[src/rtl/timer_two_defines.vh]
// Constants for the 16-bit / dual 8-bit auto-reload timer and its control register.
// Assumes an 8-bit special function register bus with single-bit writes.
// Summary of operation
// High byte wrap sets high overflow flag.
// High flag set raises timer interrupt.
// Flags cleared only by software writes.
// Low byte wrap sets low overflow flag.
// Bit 5 lets low overflow interrupt too.
// Comparator rising edge captures count into reload.
// Control register at 0xc8, all pages, bit-addressable.
// Capture needs capture enable, split off; sets flag.
// Split mode gives two 8-bit auto-reload counters.
// Control register resets to all zeros.
`ifndef TIMER_TWO_DEFINES_VH
`define TIMER_TWO_DEFINES_VH
`define TMR_CTRL_ADDR 8'hc8
`define TMR_RLL_ADDR 8'hca
`define TMR_RLH_ADDR 8'hcb
`define TMR_CNTL_ADDR 8'hcc
`define TMR_CNTH_ADDR 8'hcd
`define TMR_CTRL_RESET 8'h00
`define TMR_BIT_HOVF 7
`define TMR_BIT_LOVF 6
`define TMR_BIT_LIRQ 5
`define TMR_BIT_CAPEN 4
`define TMR_BIT_SPLIT 3
`define TMR_BIT_RUN 2
`define TMR_BIT_UNUSED 1
`define TMR_BIT_XCLK 0
`define TMR_CTRL_WMASK 8'hfd
`endif

[src/rtl/byte_counter.v]
// One 8-bit counter with auto-reload on wrap.
// Assumes tick is a one-cycle enable in the clk domain.
`timescale 1ns/1ps
`default_nettype none
module byte_counter #(
   parameter WIDTH = 8
) (
   input wire clk,
   input wire reset,
   input wire tick,
   input wire reload_en,
   input wire [WIDTH-1:0] reload_val,
   input wire load,
   input wire [WIDTH-1:0] load_val,
   output reg [WIDTH-1:0] count_ff,
   output wire wrap
);
   reg [WIDTH-1:0] nxt_count;
   assign wrap = tick & (&count_ff);
   always @* begin
      nxt_count = count_ff;
      if (load) begin
         nxt_count = load_val;
      end else if (wrap) begin
         nxt_count = reload_en ? reload_val : {WIDTH{1'b0}};
      end else if (tick) begin
         nxt_count = count_ff + {{(WIDTH-1){1'b0}}, 1'b1};
      end
   end
   always @(posedge clk) begin
      if (reset) begin
         count_ff <= {WIDTH{1'b0}};
      end else begin
         count_ff <= nxt_count;
      end
   end
endmodule // byte_counter
`default_nettype wire

[src/rtl/timer_two.v]
// Timer with control register, reload pair and comparator capture.
// Assumes synchronous SFR bus: sfr_wr/sfr_bit_wr strobes, combinational read data.
`timescale 1ns/1ps
`default_nettype none
`include "timer_two_defines.vh"
module timer_two (
   input wire clk,
   input wire reset,
   input wire [7:0] sfr_addr,
   input wire sfr_wr,
   input wire [7:0] sfr_wdata,
   input wire sfr_bit_wr,
   input wire [2:0] sfr_bit_sel,
   input wire sfr_bit_val,
   output reg [7:0] sfr_rdata,
   input wire timer_irq_enable,
   input wire tick_high,
   input wire tick_low,
   input wire comparator_out,
   output wire timer_irq,
   output wire split_mode_select,
   output wire external_clock_select
);
   reg [7:0] timer_control_ff;
   wire [7:0] nxt_control;
   reg [7:0] reload_low_byte_ff;
   reg [7:0] reload_high_byte_ff;
   reg comp_prev_ff;
   wire [7:0] count_low_byte;
   wire [7:0] count_high_byte;
   wire low_wrap;
   wire high_wrap_raw;
   wire high_tick;
   wire run;
   wire split;
   wire capture_mode;
   wire capture;
   wire ctrl_sel;
   wire hi_set;
   wire lo_set;
   wire byte_wr_ctrl;
   wire bit_wr_ctrl;
   wire [7:0] hw_set;
   localparam [7:0] CTRL_WMASK = `TMR_CTRL_WMASK;
   assign split = timer_control_ff[`TMR_BIT_SPLIT];
   assign run = timer_control_ff[`TMR_BIT_RUN];
   assign split_mode_select = split;
   assign external_clock_select = timer_control_ff[`TMR_BIT_XCLK];
   assign capture_mode = timer_control_ff[`TMR_BIT_CAPEN] & ~split;
   assign capture = capture_mode & comparator_out & ~comp_prev_ff;
   assign ctrl_sel = (sfr_addr == `TMR_CTRL_ADDR);
   // Low byte always runs in split mode; in 16-bit mode it needs run
   byte_counter #(.WIDTH(8)) u_low (
      .clk(clk),
      .reset(reset),
      .tick(tick_low & (split | run)),
      .reload_en(split),
      .reload_val(reload_low_byte_ff),
      .load(~split & high_wrap_raw & ~capture_mode),
      .load_val(reload_low_byte_ff),
      .count_ff(count_low_byte),
      .wrap(low_wrap)
   );
   // In 16-bit mode the high byte advances on the low byte's carry
   assign high_tick = split ? (tick_high & run) : low_wrap;
   byte_counter #(.WIDTH(8)) u_high (
      .clk(clk),
      .reset(reset),
      .tick(high_tick),
      .reload_en(split | ~capture_mode),
      .reload_val(reload_high_byte_ff),
      .load(1'b0),
      .load_val(8'h00),
      .count_ff(count_high_byte),
      .wrap(high_wrap_raw)
   );
   // Capture mode free-runs without reload so successive captures differ by period
   assign hi_set = high_wrap_raw | capture;
   assign lo_set = low_wrap;
   assign hw_set = {hi_set, lo_set, 6'h00};
   assign byte_wr_ctrl = sfr_wr & ctrl_sel;
   // Byte write wins over a same-cycle bit write
   assign bit_wr_ctrl = sfr_bit_wr & ctrl_sel & ~sfr_wr;
   // One slice per control bit; bit 1 has no storage and reads zero
   genvar gi;
   generate
      for (gi = 0; gi < 8; gi = gi + 1) begin : g_ctrl_bit
         if (CTRL_WMASK[gi]) begin : g_rw
            localparam [2:0] BIT_SEL = gi;
            wire bit_hit;
            assign bit_hit = bit_wr_ctrl & (sfr_bit_sel == BIT_SEL);
            // Hardware set beats a same-cycle software clear; never cleared here
            assign nxt_control[gi] = hw_set[gi] | (byte_wr_ctrl ? sfr_wdata[gi] :
               (bit_hit ? sfr_bit_val : timer_control_ff[gi]));
         end else begin : g_ro
            assign nxt_control[gi] = 1'b0;
         end
      end
   endgenerate
   always @(posedge clk) begin
      if (reset) begin
         timer_control_ff <= `TMR_CTRL_RESET;
         reload_low_byte_ff <= 8'h00;
         reload_high_byte_ff <= 8'h00;
         comp_prev_ff <= 1'b0;
      end else begin
         timer_control_ff <= nxt_control;
         comp_prev_ff <= comparator_out;
         if (capture) begin
            reload_low_byte_ff <= count_low_byte;
            reload_high_byte_ff <= count_high_byte;
         end else if (sfr_wr) begin
            if (sfr_addr == `TMR_RLL_ADDR) begin
               reload_low_byte_ff <= sfr_wdata;
            end
            if (sfr_addr == `TMR_RLH_ADDR) begin
               reload_high_byte_ff <= sfr_wdata;
            end
         end
      end
   end
   always @* begin
      case (sfr_addr)
         `TMR_CTRL_ADDR: sfr_rdata = timer_control_ff;
         `TMR_RLL_ADDR: sfr_rdata = reload_low_byte_ff;
         `TMR_RLH_ADDR: sfr_rdata = reload_high_byte_ff;
         `TMR_CNTL_ADDR: sfr_rdata = count_low_byte;
         `TMR_CNTH_ADDR: sfr_rdata = count_high_byte;
         default: sfr_rdata = 8'h00;
      endcase
   end
   // Level request while enabled and the high flag, or the low flag with bit 5 set, is pending
   assign timer_irq = timer_irq_enable & (timer_control_ff[`TMR_BIT_HOVF] |
      (timer_control_ff[`TMR_BIT_LIRQ] & timer_control_ff[`TMR_BIT_LOVF]));
endmodule // timer_two
`default_nettype wire

[config.mk]
export PLATFORM = sky130hd
export DESIGN_NAME = timer_two
export DESIGN_NICKNAME = d
export VERILOG_FILES = /design/src/rtl/byte_counter.v /design/src/rtl/timer_two.v
export VERILOG_INCLUDE_DIRS = /design/src /design/src/rtl
export SDC_FILE = /design/constraint.sdc
export NUM_CORES = 1
export LEC_CHECK = 0
export BUFFER_PORTS_ARGS = -buffer_cell sky130_fd_sc_hd__buf_2
export CAP_MARGIN = 20
export CORE_ASPECT_RATIO = 0.6
export CORE_UTILIZATION = 57
export DETAILED_ROUTE_END_ITERATION = 8
export PLACE_DENSITY = 0.8
export SLEW_MARGIN = 10
export SYNTH_ARGS = -nofsm -noshare
export SYNTH_HDL_FRONTEND = slang
export SYNTH_SLANG_ARGS = --single-unit
[constraint.sdc]
create_clock -name clk -period 2.7 [get_ports clk]
set_input_delay 0.54 -clock clk [delete_from_list [all_inputs] [get_ports clk]]
set_output_delay 0.54 -clock clk [all_outputs]
set_load 0.005 [all_outputs]
# Word level (Yosys, flattened, before mapping)
# Cells that the tools add are included.
[totals]
wordCells = 100
rom_bits = 0
memories = 0
ram_bits = 0
reg_bits = 41
latchBits = 0
[op_classes]
order_cmp = 0
addsub = 2
reduce_logical = 15
n_eq_ne = 11
div = 0
n_mul = 0
n_shift = 0
bitwise = 31
n_mux = 29
[ops]
columns = ["operator", "n"]
rows = [
  ["$mux 8", 13],
  ["$eq 8x8->1 const B", 5],
  ["$pmux 8 s5", 1],
  ["$and 1x1->1", 21],
  ["$reduce_bool 2->1", 9],
  ["$add 8x1->8 const B", 2],
  ["$reduce_and 8->1", 2],
  ["$mux 1", 15],
  ["$eq 3x3->1 const B", 4],
  ["$eq 3x2->1 const B", 2],
  ["$or 1x1->1", 6],
  ["$not 1->1", 4],
  ["$reduce_and 2->1", 2],
  ["$logic_not 3->1", 1],
  ["$reduce_bool 3->1", 1],
]

# Depth between registers and ports, before layout
[logic_depth]
word_depth = 8
ltp_mapped = 7

# Hierarchy
# Synthesis repeated with hierarchy kept, for this count alone.
[unflattened]
hier_cells = 366
hier_area_um2 = 2876.5
[by_module_without_submodules]
columns = ["module", "area_per_inst_um2", "cells_each", "instances", "seq_area_each_um2"]
rows = [
  ["timer_two", 1662.8, 208, 1, 480.5],
  ["byte_counter", 606.8, 79, 2, 160.2],
]

# Worst setup path before layout
# No wires, ideal clock.
[synth_timing]
kind = "input-to-output"
start = "input sfr_addr[2]"
end = "output sfr_rdata[1]"
path_buffers = 2
cell_stages = 6
t_required_ns = 2.160
slack_ns = 0.315
t_arrival_ns = 1.845
cell_sequence = "buf_2 -> nor4b_1 -> and3_1 -> buf_2 -> a22oi_1 -> o21ai_0"
[synth_via]
elab_chain_cells = 2
word_cells_on_any_way = 6
cone_classes = "5 x eq/ne; 1 x mux"
[synth_lines]
columns = ["element", "line_no", "rtl"]
rows = [
  ["from (decl)", "timer_two.v:9", "input wire [7:0] sfr_addr,"],
  ["$eq 8x8->1", "timer_two.v:123", "case (sfr_addr)"],
  ["$pmux 8 s5 *", "timer_two.v:123", ""],
  ["to (decl)", "timer_two.v:15", "output reg [7:0] sfr_rdata,"],
]
# Mark *: on every way between the ends. The rest lies on a longest branch, timed or not.

# Final worst setup path
[layout_timing]
start = "input sfr_addr[2]"
end = "output sfr_rdata[7]"
# Same word-level chain as after synthesis.

==> flow_summary.json <==
{
  "ys_top_cells_by_count": "dfxtp_1 (40), nor2_1 (29), mux2i_1 (23)",
  "ys_warn_count": 0,
  "critPathBufInv": 2,
  "max_stage_delay_ns": 0.78,
  "synth-simple-area-share_pct": 26.4,
  "cp_top_family": "simple AND/OR/NAND/NOR gates",
  "grt_first_pass_wirelength_um": 12700,
  "layout.cells.non_filler": 417,
  "worstMarginPinSlew_ns": 0.662,
  "clockRootBuffer": "clkbuf_8",
  "cap_violations": 0,
  "cts_max_level": 2,
  "yosysSeqAreaShare_pct": 30.3,
  "wl_um": 8000,
  "syn_nets": 356,
  "nets": 386,
  "fin_tns_setup_ns": 0,
  "timing.rr.start": "u_low.count_ff[1]",
  "cts_hold_buf": 0,
  "synth_area_leader_cell": "dfxtp_1",
  "crit_top_cell": "buf_2",
  "grt_pass1_vias": 2394,
  "rows": 18,
  "hold_viol": 0,
  "grt_max_degree": 34,
  "crit_start": "sfr_addr[2]",
  "tritoncts": "built",
  "ys_async_sr_fraction_pct": 0,
  "period_needed_ns": 2.51,
  "drtPass1Iterations": 6,
  "cp-end-kind": "output pin",
  "fin_crit_sh_pct": 93.0,
  "start_util_pct": 61.8,
  "use_met2_pct": 49.7,
  "synth_cell_types": 56,
  "fmax_ghz": 0.398,
  "drtAntennaViolNets": 0,
  "met3_usage_pct": 11.4,
  "yosysMostFrequentCell": "dfxtp_1",
  "ios": 39,
  "cts.sinks": 40,
  "synth_xor_xnor_area_share_pct": 0.662,
  "synth_top_family_by_area": "compound AO/OA/AOI/OAI gates",
  "wl_per_cell_um": 19.2,
  "report.final.slew_viol_count": 0,
  "leakage_uw": 0.00112,
  "first_iter_violations": 443,
  "cts_setup_buffers": 0,
  "min_path_type": "in2reg",
  "synth_compound_area_share_pct": 28.7,
  "criticalPathCategory": "in2out",
  "synthTopCellsByArea": "dfxtp_1 (30%), mux2i_1 (8.7%), a311oi_1 (5.0%), nor2_1 (4.1%), nand3_1 (4.0%)",
  "n_antenna_cell": 0,
  "ys.flop_type": "dfxtp_1",
  "antenna_found_initial": 0,
  "cp.required_ns": 2.16,
  "relSlewSlack_pct": 55.5,
  "peakVddDrop_uv": 204,
  "grt.met1_usage_pct": 49.4,
  "start_kind": "input port",
  "clock_skew_ns": 0.00736,
  "cts-buffers-inserted": 5,
  "avgSynthCellArea_um2": 8.12,
  "die_h_um": 54.8,
  "synth_fa_ha_area_share_pct": 0.946,
  "ys_seq_elements": 40,
  "clock_latency_ns": 0.29,
  "hp-start": "comparator_out",
  "overflow": 0,
  "netlist_instances": 326,
  "setup_viol": 0,
  "synth_edf_count": 0,
  "synth.top_cell.area_share_pct": 30.3,
  "slowest_stage": "or4b_2",
  "cts-resized-gates": 0,
  "clk_pin_slew_ns": 0.08,
  "path_cells": "buf_2 -> or4b_2 -> o22ai_1 -> a22o_1 -> buf_2",
  "die_area_um2": 4930,
  "cts_buffer_depth": 2,
  "core_um2": 4280,
  "chipWidth_um": 90.0,
  "portBuffers": 38,
  "drive_above_1_share_pct": 17.4,
  "place_inst": 409,
  "area_growth_pct": 12.7,
  "routed_via_density": 6.84,
  "dpl.hpwl_um": 6020,
  "outcome": "completed",
  "synthesis.area_um2": 2650,
  "via_count": 2854,
  "muxShareOfSynthArea_pct": 9.13,
  "drc": 0,
  "crit_path_max_fanout": 11,
  "worstPathArrival_ns": 1.97,
  "grt_busiest_layer": "met2",
  "place_congestion": 0.955,
  "power.density_nw_per_um2": 369,
  "nFillCells": 330,
  "track_usage_pct": 34.3,
  "rsz0062_at_grt": "false"
}
layout make-up:
type	count	area, um^2	share of cell area (%)
flip-flops and latches	40	801	26.9
multi-input cells	260	1740	58.5
clock inverters	2	10.0	0.336
repair buffers	48	265	8.90
inverters	1	3.75	0.126
well taps	60	75.1	2.52
clock buffers	6	82.6	2.77
routing by layer:
metal / up-vias / routed length [um]
li1: 1344 / -
met2: 182 / 3210
met4: 0 / 55
met1: 1320 / 3760
met3: 8 / 979
met5: - / 0
worst paths after layout:
path	end	slack (ns)	cells after the start
worst min register to register	reload_high_byte_ff[5]	0.50	2
worst min-delay path	comp_prev_ff	0.49	2
worst max-delay path	sfr_rdata[7]	0.19	5
worst max register to register	u_high.count_ff[0]	0.45	5
state kept, by name, summed over array words and instances, names as in the netlist:
| signal | count |
|---|---|
| reload_low_byte_ff | 8 |
| u_low.count_ff | 8 |
| timer_control_ff | 7 |
| reload_high_byte_ff | 8 |
| comp_prev_ff | 1 |
| u_high.count_ff | 8 |
metrics by stage:
step	hold WS, ns	area, um^2	worst slack [ns]	total power, uW	util (%)
6_report	0.492	2980	0.189	1100	69.7
5_1_grt	0.497	2980	0.134	1140	69.7
4_1_cts	0.491	2980	0.191	1100	69.7
3_5_place_dp	0.495	2890	0.175	693	67.5
3_3_place_gp	0.483	2890	0.223	691	67.5
2_1_floorplan	0.463	2650	0.315	650	-
power by group:
| part | switching (uW) | total, uW | internal (uW) |
|---|---|---|---|
| combinational | 56.0 | 89.9 | 33.9 |
| clock | 215 | 419 | 204 |
| sequential | 1.39 | 592 | 591 |
cell usage in the layout (no fill, tap or decap), drive strengths merged, types with 5 or more instances in the layout:
cell type | synthesis | layout
a211oi | 13 | 13
a21oi | 12 | 12
a22o | 6 | 6
a311oi | 15 | 15
a31oi | 6 | 6
and3 | 8 | 8
buf | 4 | 48
clkbuf | 21 | 6
dfxtp | 40 | 40
mux2i | 23 | 23
nand2 | 17 | 17
nand2b | 7 | 7
nand3 | 21 | 21
nand3b | 5 | 5
nand4 | 5 | 5
nor2 | 29 | 29
nor2b | 5 | 5
nor3 | 9 | 9
nor4 | 5 | 5
o2111ai | 5 | 5
o21ai | 9 | 9
o21bai | 5 | 5
o22ai | 8 | 8
kinds of logic after synthesis:
kind of cell,count (synthesis)
and+or+nand+nor,129
buffers and inverters,26
AOI/OAI and AO/OA,103
xor gates and xnor gates,2
muxes,24
adders and majority gates,2
DFF,40
worst reg2reg max path, delay by kind of cell, from the launching register on:
| family | cells | cell delay [ns] |
|---|---|---|
| flip-flops | 1 | 0.49 |
| AO/OA/AOI/OAI | 2 | 0.49 |
| adder cells (fa/ha/maj) | 1 | 0.31 |
| AND/OR/NAND/NOR | 2 | 0.88 |
Power figures use the tool's default switching activity.
